==> src/hdl/shaper_pkg.sv <==
// Purpose: shared constants and types for the output pulse shaper
// Assumes: core_clk is the synthesizer clock feeding every output path
// Notes: byte addresses, one 32-bit word per register
package shaper_pkg;
  localparam int NUM_PATHS = 2;
  // register map, address[5] selects the path
  localparam logic [4:0] OFS_DIV = 5'h00;
  localparam logic [4:0] OFS_DUTY = 5'h04;
  localparam logic [4:0] OFS_STEP = 5'h08;
  localparam logic [4:0] OFS_CTRL = 5'h0c;
  localparam logic [4:0] OFS_STAT = 5'h10;
  localparam int PATH_BIT = 5;
  // reset values
  localparam logic [31:0] RST_DIV = 32'h0000_0008;
  localparam logic [31:0] RST_DUTY = 32'h0000_0000;
  localparam logic [31:0] RST_STEP = 32'h0000_0000;
  localparam logic [31:0] RST_CTRL = 32'h0000_0000;
  // control field positions
  localparam int CTRL_EN = 0;
  localparam int CTRL_SE = 1;
  localparam int CTRL_INV = 2;
  localparam int CTRL_SWING = 4;
  localparam int CTRL_IMP = 6;
  localparam int CTRL_CM = 8;
  localparam int CTRL_SUP = 12;
  localparam logic [31:0] CTRL_MASK = 32'h0000_7ff7;
  // status field positions
  localparam int STAT_PEND = 0;
  localparam int STAT_LEVEL = 1;
  // shortest high or low portion after a shortening step, in cycles
  localparam logic [33:0] MIN_PHASE = 34'h2;

  typedef enum logic [1:0] {PH_IDLE, PH_HIGH, PH_LOW} phase_t;

  typedef struct packed {
    logic [31:0] div;
    logic [31:0] duty;
    logic en;
  } shape_cfg_t;

  typedef struct packed {
    logic se_mode;
    logic invert;
    logic [1:0] swing;
    logic [1:0] imped;
    logic [2:0] cm;
    logic [2:0] supply;
  } buf_cfg_t;

  typedef struct packed {
    logic true_output_pin;
    logic complement_output_pin;
    logic diff_mode;
    logic [1:0] swing_select;
    logic [1:0] impedance_select;
    logic [2:0] common_mode_select;
    logic [2:0] supply_level_select;
  } buf_pins_t;
endpackage

==> src/hdl/period_shaper.sv <==
// Purpose: divides the synthesizer clock and shapes each output period
// Assumes: software keeps duty below div and avoids steps for div 1..4
// Notes: div of 1 still yields a two-cycle period, the fastest possible
`timescale 1ns/1ps
module period_shaper
  import shaper_pkg::*;
(
  input wire logic core_clk,
  input wire logic arst_n,
  input shape_cfg_t cfg,
  input wire logic step_req,
  input wire logic [31:0] step_val,
  output logic level,
  output logic step_pending
);
  phase_t state_q;
  logic [33:0] cnt_q;
  logic [33:0] lo_q;
  logic [31:0] step_q;
  logic pend_q;

  // clamps a shortened portion, only when a step is being applied
  function automatic logic [33:0] fit(input logic signed [34:0] v, input logic adj);
    if (adj && (v < $signed({1'b0, MIN_PHASE}))) begin
      fit = MIN_PHASE;
    end else begin
      fit = v[33:0];
    end
  endfunction

  wire equal = (cfg.duty == 32'h0); // zero width means 50/50
  wire [32:0] div_p1 = {1'b0, cfg.div} + 33'h1;
  // nominal portions: 50/50 split or programmed pulse
  wire [33:0] base_hi = equal ? {1'b0, div_p1[32:0]} >> 1 : {2'b00, cfg.duty};
  wire [33:0] base_lo = {2'b00, cfg.div} - base_hi;
  // signed step, split evenly or put all on the low portion
  wire signed [34:0] adj = pend_q ? {{3{step_q[31]}}, step_q} : 35'sh0;
  wire signed [34:0] adj_hi = equal ? (adj >>> 1) : 35'sh0;
  wire signed [34:0] adj_lo = adj - adj_hi;
  // lengthen or shorten one period, never below 2+2 cycles
  wire [33:0] hi_len = fit($signed({1'b0, base_hi}) + adj_hi, pend_q);
  wire [33:0] lo_len = fit($signed({1'b0, base_lo}) + adj_lo, pend_q);
  wire last = (cnt_q <= 34'h1);
  wire start = cfg.en & ((state_q == PH_IDLE) | ((state_q == PH_LOW) & last));

  // phase counter; high portion always first so pulses go high
  always_ff @(posedge core_clk or negedge arst_n) begin
    if (!arst_n) begin
      state_q <= PH_IDLE;
      cnt_q <= 34'h0;
      lo_q <= 34'h0;
    end else begin
      case (state_q)
        PH_IDLE, PH_LOW: begin
          if (!cfg.en) begin
            state_q <= PH_IDLE;
          end else if (start) begin
            state_q <= PH_HIGH; // edges moved per output in whole cycles
            cnt_q <= hi_len;
            lo_q <= lo_len;
          end else begin
            cnt_q <= cnt_q - 34'h1;
          end
        end
        PH_HIGH: begin
          if (!cfg.en) begin
            state_q <= PH_IDLE;
          end else if (last) begin
            state_q <= PH_LOW;
            cnt_q <= lo_q;
          end else begin
            cnt_q <= cnt_q - 34'h1;
          end
        end
        default: state_q <= PH_IDLE;
      endcase
    end
  end

  // one write, one step at the next period start; new write beats clear
  always_ff @(posedge core_clk or negedge arst_n) begin
    if (!arst_n) begin
      step_q <= 32'h0;
      pend_q <= 1'b0;
    end else if (step_req) begin
      step_q <= step_val; // requests accepted without limit
      pend_q <= 1'b1;
    end else if (start & pend_q) begin
      pend_q <= 1'b0; // back to normal periods afterwards
    end
  end

  assign level = (state_q == PH_HIGH);
  assign step_pending = pend_q;
endmodule // period_shaper

==> src/hdl/output_buffer.sv <==
// Purpose: drives one output buffer from a shaped level
// Assumes: level is decoded from the state_q flops on core_clk
// Notes: analog levels are only passed on as select codes
`timescale 1ns/1ps
module output_buffer
  import shaper_pkg::*;
(
  input wire logic core_clk,
  input wire logic arst_n,
  input wire logic level,
  input buf_cfg_t cfg,
  output buf_pins_t pins
);
  // complement follows or inverts in single-ended, inverts in differential
  wire comp_se = cfg.invert ? ~level : level;
  wire comp_d = cfg.se_mode ? comp_se : ~level;
  // swing and common mode only mean something when differential
  wire [1:0] swing_d = cfg.se_mode ? 2'h0 : cfg.swing;
  wire [2:0] cm_d = cfg.se_mode ? 3'h0 : cfg.cm;
  // impedance choice only in single-ended mode
  wire [1:0] imp_d = cfg.se_mode ? cfg.imped : 2'h0;

  // registered pins keep the outputs glitch free
  always_ff @(posedge core_clk or negedge arst_n) begin
    if (!arst_n) begin
      pins <= '0;
    end else begin
      pins.true_output_pin <= level;
      pins.complement_output_pin <= comp_d;
      pins.diff_mode <= ~cfg.se_mode;
      pins.swing_select <= swing_d;
      pins.impedance_select <= imp_d;
      pins.common_mode_select <= cm_d;
      pins.supply_level_select <= cfg.supply;
    end
  end
endmodule // output_buffer

==> src/hdl/output_pulse_shaper_phase_adjust.sv <==
// Purpose: dual output stage with pulse shaping and coarse phase steps
// Assumes: Avalon-MM master holds each request until waitrequest is low
// Notes: every access answers after one wait cycle; unmapped reads give 0
`timescale 1ns/1ps
module output_pulse_shaper_phase_adjust
  import shaper_pkg::*;
(
  input wire logic core_clk,
  input wire logic arst_n,
  input wire logic [7:0] avs_address,
  input wire logic avs_read,
  input wire logic avs_write,
  input wire logic [31:0] avs_writedata,
  input wire logic [3:0] avs_byteenable,
  output logic [31:0] avs_readdata,
  output logic avs_waitrequest,
  output buf_pins_t [NUM_PATHS-1:0] out_pins
);
  logic [31:0] div_q [NUM_PATHS];
  logic [31:0] duty_q [NUM_PATHS];
  logic [31:0] step_q [NUM_PATHS];
  logic [31:0] ctrl_q [NUM_PATHS];
  logic [NUM_PATHS-1:0] step_req_q;
  logic [NUM_PATHS-1:0] level_w;
  logic [NUM_PATHS-1:0] pend_w;
  logic wait_q;
  logic [31:0] rdata_q;

  // byte-lane merge of a write into an old register value
  function automatic logic [31:0] merge(input logic [31:0] old, input logic [31:0] wd,
                                        input logic [3:0] be);
    logic [31:0] r;
    r = old;
    for (int b = 0; b < 4; b++) begin
      if (be[b]) begin
        r[8*b +: 8] = wd[8*b +: 8];
      end
    end
    merge = r;
  endfunction

  // address decode; upper bits and misaligned addresses are unmapped
  wire req = avs_read | avs_write;
  wire path = avs_address[PATH_BIT];
  wire [4:0] ofs = avs_address[4:0];
  wire in_range = (avs_address[7:6] == 2'h0);
  wire hit_div = in_range & (ofs == OFS_DIV);
  wire hit_duty = in_range & (ofs == OFS_DUTY);
  wire hit_step = in_range & (ofs == OFS_STEP);
  wire hit_ctrl = in_range & (ofs == OFS_CTRL);
  wire hit_stat = in_range & (ofs == OFS_STAT);
  // write takes effect at the edge where the master sees waitrequest low
  wire wr_take = avs_write & ~wait_q;

  // status word shows live state of the selected path
  wire [31:0] stat_w = {30'h0, level_w[path], pend_w[path]};

  // read selection
  wire [31:0] rd_word = hit_div ? div_q[path] :
                        hit_duty ? duty_q[path] :
                        hit_step ? step_q[path] :
                        hit_ctrl ? ctrl_q[path] :
                        hit_stat ? stat_w : 32'h0;

  // one wait cycle per access, then release for one cycle
  always_ff @(posedge core_clk or negedge arst_n) begin
    if (!arst_n) begin
      wait_q <= 1'b1;
      rdata_q <= 32'h0;
    end else if (req & wait_q) begin
      wait_q <= 1'b0;
      rdata_q <= avs_read ? rd_word : 32'h0;
    end else begin
      wait_q <= 1'b1;
    end
  end

  assign avs_waitrequest = wait_q;
  assign avs_readdata = rdata_q;

  // two identical paths fed from the same synthesizer clock
  for (genvar p = 0; p < NUM_PATHS; p++) begin : g_path
    wire sel = (path == 1'(p));
    wire we_div = wr_take & sel & hit_div;
    wire we_duty = wr_take & sel & hit_duty;
    wire we_step = wr_take & sel & hit_step;
    wire we_ctrl = wr_take & sel & hit_ctrl;
    wire [31:0] ctrl_new = merge(ctrl_q[p], avs_writedata, avs_byteenable) & CTRL_MASK;
    shape_cfg_t scfg;
    buf_cfg_t bcfg;

    // configuration registers of this path
    always_ff @(posedge core_clk or negedge arst_n) begin
      if (!arst_n) begin
        div_q[p] <= RST_DIV;
        duty_q[p] <= RST_DUTY;
        step_q[p] <= RST_STEP;
        ctrl_q[p] <= RST_CTRL;
        step_req_q[p] <= 1'b0;
      end else begin
        if (we_div) begin
          div_q[p] <= merge(div_q[p], avs_writedata, avs_byteenable);
        end
        if (we_duty) begin
          duty_q[p] <= merge(duty_q[p], avs_writedata, avs_byteenable);
        end
        if (we_step) begin
          step_q[p] <= merge(step_q[p], avs_writedata, avs_byteenable);
        end
        if (we_ctrl) begin
          ctrl_q[p] <= ctrl_new;
        end
        step_req_q[p] <= we_step; // each write is one request
      end
    end

    // unpack control into the shaper and buffer carriers
    assign scfg.div = div_q[p];
    assign scfg.duty = duty_q[p];
    assign scfg.en = ctrl_q[p][CTRL_EN];
    assign bcfg.se_mode = ctrl_q[p][CTRL_SE];
    assign bcfg.invert = ctrl_q[p][CTRL_INV];
    assign bcfg.swing = ctrl_q[p][CTRL_SWING +: 2];
    assign bcfg.imped = ctrl_q[p][CTRL_IMP +: 2];
    assign bcfg.cm = ctrl_q[p][CTRL_CM +: 3];
    assign bcfg.supply = ctrl_q[p][CTRL_SUP +: 3];

    period_shaper u_shaper (
      .core_clk(core_clk),
      .arst_n(arst_n),
      .cfg(scfg),
      .step_req(step_req_q[p]),
      .step_val(step_q[p]),
      .level(level_w[p]),
      .step_pending(pend_w[p])
    );

    output_buffer u_buffer (
      .core_clk(core_clk),
      .arst_n(arst_n),
      .level(level_w[p]),
      .cfg(bcfg),
      .pins(out_pins[p])
    );
  end
endmodule // output_pulse_shaper_phase_adjust

==> config.mk <==
export PLATFORM = sky130hd
export DESIGN_NAME = output_pulse_shaper_phase_adjust
export DESIGN_NICKNAME = d
export VERILOG_FILES = /design/src/hdl/shaper_pkg.sv /design/src/hdl/period_shaper.sv /design/src/hdl/output_buffer.sv /design/src/hdl/output_pulse_shaper_phase_adjust.sv
export SDC_FILE = /design/constraint.sdc
export NUM_CORES = 2
export LEC_CHECK = 0
export BUFFER_PORTS_ARGS = -buffer_cell sky130_fd_sc_hd__buf_2
export CORE_MARGIN = 3
export CORE_UTILIZATION = 25
export CTS_BUF_LIST = sky130_fd_sc_hd__clkbuf_4 sky130_fd_sc_hd__clkbuf_8
export DETAILED_ROUTE_END_ITERATION = 8
export PLACE_DENSITY = 0.47
export SYNTH_ARGS = -nofsm -noshare
export SYNTH_HDL_FRONTEND = slang
export SYNTH_SLANG_ARGS = --single-unit
==> constraint.sdc <==
create_clock -name core_clk -period 16.58 [get_ports core_clk]
set_clock_uncertainty 0.15 [all_clocks]
set_input_delay 0.829 -clock core_clk [delete_from_list [all_inputs] [get_ports core_clk]]
set_output_delay 0.829 -clock core_clk [all_outputs]
set_load 0.02 [all_outputs]
==> impl_metrics.prom <==
# TYPE chip_impl_metric gauge
chip_impl_metric{name="area_delta_synth_final",unit="%"} 11.8
chip_impl_metric{name="maximum_number_of_pins_on_one_net_before_global_route_repair",unit=""} 114
chip_impl_metric{name="postSynthAreaPerCell",unit="um^2"} 9.11
chip_impl_metric{name="port_buffers",unit=""} 106
chip_impl_info{name="end_kind",value="flip-flop"} 1
chip_impl_info{name="startpoint_type",value="flip-flop"} 1
chip_impl_metric{name="power-per-cell-area",unit="nW/um^2"} 115
chip_impl_metric{name="timing.slew.headroom",unit="%"} 18.3
chip_impl_metric{name="mappedNetlistNets",unit=""} 4480
chip_impl_metric{name="yosysTopAreaCellShare",unit="%"} 31.7
chip_impl_metric{name="p_leak",unit="nW"} 19.6
chip_impl_metric{name="first_pass_iters",unit=""} 6
chip_impl_info{name="path_common_cell",value="sky130_fd_sc_hd__a21oi_1"} 1
chip_impl_metric{name="dp.final_hpwl",unit="um"} 107000
chip_impl_info{name="tritoncts",value="yes"} 1
chip_impl_metric{name="clock_insertion_delay_worst_skew",unit="ns"} 0.80
chip_impl_metric{name="initial_utilization",unit="%"} 25.3
chip_impl_metric{name="post_synth_num_cell_types",unit=""} 119
chip_impl_metric{name="timing.critical_path.buf_inv",unit=""} 2
chip_impl_info{name="synth.area.top_cells",value="sky130_fd_sc_hd__dfrtp_1, sky130_fd_sc_hd__mux2_2, sky130_fd_sc_hd__ha_1, sky130_fd_sc_hd__xnor2_1, sky130_fd_sc_hd__a21oi_1"} 1
chip_impl_metric{name="avgRoutedWirePerCell",unit="um"} 22.0
chip_impl_metric{name="die_area",unit="um^2"} 158000
chip_impl_info{name="synth.largest_area_cell",value="sky130_fd_sc_hd__dfrtp_1"} 1
chip_impl_metric{name="maxCapViolations",unit=""} 0
chip_impl_metric{name="fp.dieW",unit="um"} 397
chip_impl_info{name="most_common_cell_after_layout_fill_and_taps_aside",value="sky130_fd_sc_hd__dfrtp_1"} 1
chip_impl_metric{name="std_cell_rows",unit=""} 142
chip_impl_metric{name="vias",unit=""} 32826
chip_impl_info{name="critical-path-slowest-cell",value="sky130_fd_sc_hd__nor4_1"} 1
chip_impl_metric{name="tritoncts_num_sinks",unit=""} 487
chip_impl_metric{name="wire_length_of_the_first_global_routing_pass",unit="um"} 210000
chip_impl_metric{name="yosys_warnings",unit=""} 0
chip_impl_metric{name="worstPathMaxFanout",unit=""} 57
chip_impl_info{name="postSynth.topFlopCell",value="sky130_fd_sc_hd__dfrtp_1"} 1
chip_impl_metric{name="detail_route.vias_per_cell",unit=""} 5.20
chip_impl_metric{name="layout.nets",unit=""} 4515
chip_impl_metric{name="tritoncts.num_buffers",unit=""} 88
chip_impl_metric{name="max_freq",unit="MHz"} 98.4
chip_impl_metric{name="clock_pin_slew_on_the_worst_setup_and_hold_paths",unit="ns"} 0.06
chip_impl_metric{name="synthArstFlopShare",unit="%"} 100
chip_impl_metric{name="synth_edf_count",unit=""} 0
chip_impl_metric{name="number_of_global_route_vias_before_repair",unit=""} 32397
chip_impl_metric{name="report.final.hold_viol_count",unit=""} 0
chip_impl_metric{name="timing_max_transition_violations_final",unit=""} 0
chip_impl_metric{name="period_minus_slack",unit="ns"} 10.16
chip_impl_info{name="grt_setup_unrepaired",value="false"} 1
chip_impl_metric{name="die_h",unit="um"} 397
chip_impl_info{name="final_cell_mix",value="sky130_fd_sc_hd__dfrtp_1, sky130_fd_sc_hd__a21oi_1, sky130_fd_sc_hd__nand2_1"} 1
chip_impl_info{name="cts_root_buf",value="sky130_fd_sc_hd__clkbuf_8"} 1
chip_impl_metric{name="crit_path_max_incr_delay",unit="ns"} 0.75
chip_impl_metric{name="wirelength",unit="um"} 139000
chip_impl_info{name="timing.setup.critical_path_class",value="reg -> reg"} 1
chip_impl_metric{name="irDropWorstVdd",unit="uV"} 73.1
chip_impl_metric{name="grt_antenna_before_repair",unit=""} 28
chip_impl_metric{name="fin_crit_sh",unit="%"} 61.3
chip_impl_metric{name="htree_levels",unit=""} 3
chip_impl_metric{name="gp_congestion",unit=""} 0.875
chip_impl_metric{name="drcViolationCount",unit=""} 0
chip_impl_metric{name="finalSetupViolCount",unit=""} 0
chip_impl_metric{name="floorplan.io_pins",unit=""} 107
chip_impl_info{name="status",value="finished clean"} 1
chip_impl_metric{name="postSynthRegisterBits",unit=""} 487
chip_impl_info{name="crit_family",value="simple AND/OR/NAND/NOR gates"} 1
chip_impl_metric{name="tightest_slew",unit="ns"} 1.22
chip_impl_metric{name="final.fill_count",unit=""} 16123
chip_impl_metric{name="cts-root-to-sink-buffers",unit=""} 3
chip_impl_metric{name="yosysSeqAreaShare",unit="%"} 31.9
chip_impl_metric{name="required",unit="ns"} 17.11
chip_impl_metric{name="grt_use_total",unit="%"} 17.4
chip_impl_metric{name="synthesis.area",unit="um^2"} 38200
chip_impl_metric{name="post_synth_inst_count",unit=""} 4194
chip_impl_info{name="hold_class",value="in -> reg"} 1
chip_impl_metric{name="finalCoreUtilization",unit="%"} 28.3
chip_impl_metric{name="core",unit="um^2"} 151000
chip_impl_metric{name="drt_iter0_markers",unit=""} 2480
chip_impl_metric{name="setup_total_negative_slack",unit="ns"} 0
chip_impl_metric{name="layout-drive-gt1-share",unit="%"} 16.7
chip_impl_metric{name="grt_remaining_overflow",unit=""} 0
chip_impl_metric{name="crit_arrival",unit="ns"} 10.70
chip_impl_metric{name="antenna_violating_nets_post_route",unit=""} 0
chip_impl_metric{name="worst_hold_slack",unit="ns"} 0.203
[flip-flops by register name, indices dropped and copies added, names as in the netlist]
register,cells
step_req_q,2
g_path.u_shaper.cnt_q,68
g_path.u_buffer.pins,26
g_path.u_shaper.state_q,4
avs_waitrequest,1
g_path.u_shaper.step_pending,2
step_q,64
ctrl_q,28
avs_readdata,32
div_q,64
g_path.u_shaper.lo_q,68
g_path.u_shaper.step_q,64
duty_q,64
[through the flow]
step                power, mW  worst slack [ns]  std cells  cell area, um^2
finish                   4.93              6.42       6318            42700
global route             5.30              5.77       6309            42700
CTS                      4.98              6.57       6307            42700
detailed placement       3.68              6.60       6154            40800
global placement         3.69              6.69       6154            40800
floorplan                3.08              7.46       4194            38200
[worst register-to-register path: cells and delay by family, from the launching register on]
family / cells / cell delay [ns]
flops: 1 / 0.40
compound gates: 12 / 2.85
fa+ha+maj: 3 / 1.02
buf+inv: 2 / 0.62
xor+xnor: 2 / 0.29
simple gates: 12 / 4.70
[power by group]
part,switching [mW],internal (mW)
Clock,0.575,0.682
Combinational,1.33,0.914
Sequential,0.127,1.31
[routing by layer]
layer  GRT usage [%]  vias up  part of all wire (%)
met2            28.4      887                    47
li1                -    15367                     -
met3            3.93      201                   6.1
met5               0        -                 0.059
met1            22.6    16357                    44
met4            5.66       14                   3.3
[final timing paths]
check,from,to,slack (ns),cells past startpoint
min reg2reg,ctrl_q[12],g_path[1].u_buffer.pins[0],0.26,0
max,duty_q[27],g_path[1].u_shaper.lo_q[0],6.42,31
max reg2reg,duty_q[27],g_path[1].u_shaper.lo_q[0],6.42,31
min in group asynchronous,arst_n,g_path[0].u_shaper.lo_q[33],0.50,2
max in group asynchronous,arst_n,g_path[1].u_shaper.step_pending,12.87,5
min,avs_writedata[18],div_q[50],0.20,3
[Yosys cell counts (10+ instances only)]
master                     number
sky130_fd_sc_hd__a211oi_1      30
sky130_fd_sc_hd__a21o_1        87
sky130_fd_sc_hd__a21oi_1      298
sky130_fd_sc_hd__a221oi_1      18
sky130_fd_sc_hd__a22o_1        67
sky130_fd_sc_hd__a311oi_1      11
sky130_fd_sc_hd__a31oi_1       36
sky130_fd_sc_hd__and2_1        70
sky130_fd_sc_hd__and3_1        56
sky130_fd_sc_hd__and4_1        17
sky130_fd_sc_hd__buf_1         21
sky130_fd_sc_hd__buf_2         25
sky130_fd_sc_hd__clkbuf_1     148
sky130_fd_sc_hd__dfrtp_1      484
sky130_fd_sc_hd__fa_1          62
sky130_fd_sc_hd__ha_1         176
sky130_fd_sc_hd__inv_1        258
sky130_fd_sc_hd__maj3_1        13
sky130_fd_sc_hd__mux2_2       290
sky130_fd_sc_hd__mux2i_1       73
sky130_fd_sc_hd__mux4_2        12
sky130_fd_sc_hd__nand2_1      296
sky130_fd_sc_hd__nand2b_1      34
sky130_fd_sc_hd__nand3_1      103
sky130_fd_sc_hd__nand3b_1      10
sky130_fd_sc_hd__nand4_1       37
sky130_fd_sc_hd__nor2_1       278
sky130_fd_sc_hd__nor2b_1       39
sky130_fd_sc_hd__nor3_1        89
sky130_fd_sc_hd__nor4_1        34
sky130_fd_sc_hd__o211ai_1      18
sky130_fd_sc_hd__o21a_1        30
sky130_fd_sc_hd__o21ai_0      152
sky130_fd_sc_hd__o21ai_1       37
sky130_fd_sc_hd__o21bai_1      26
sky130_fd_sc_hd__o221a_2       11
sky130_fd_sc_hd__o221ai_1      33
sky130_fd_sc_hd__o22ai_1       78
sky130_fd_sc_hd__o31a_1        12
sky130_fd_sc_hd__o31ai_1       23
sky130_fd_sc_hd__or2_2         29
sky130_fd_sc_hd__or3_1         35
sky130_fd_sc_hd__or4_1         17
sky130_fd_sc_hd__xnor2_1      195
sky130_fd_sc_hd__xor2_1        95
[timing repair]
item,4_1_cts,5_1_grt
hold endpoints to repair,25,0
hold buffers,1,0
resized for setup,0,0
setup buffers,0,0
setup endpoints to repair,0,0
[cell type report]
cell class	instances	area, um^2	share of cell area (%)
clock inverters	19	235	0.551
flip-flops and latches	487	12200	28.5
clock buffers	133	1640	3.83
diodes	11	27.5	0.0644
multi-input cells	3244	24300	56.8
repair buffers	146	850	1.99
inverters	262	985	2.30
well taps	2016	2520	5.90
[logic make-up (layout without fill, tap and decap cells)]
| kind of cell | count (synthesis) | after routing | synth area share (%) |
|---|---|---|---|
| and+or+nand+nor | 1213 | 1213 | 16.4 |
| AOI/OAI and AO/OA | 1113 | 1113 | 19.8 |
| DFF | 487 | 487 | 31.9 |
| buffers and inverters | 463 | 560 | 4.70 |
| muxes | 375 | 375 | 11.2 |
| xor gates and xnor gates | 292 | 292 | 6.76 |
| adders and majority gates | 251 | 251 | 9.35 |
| other | 0 | 11 | 0 |
No activity file was read; power rests on OpenSTA's default activity.
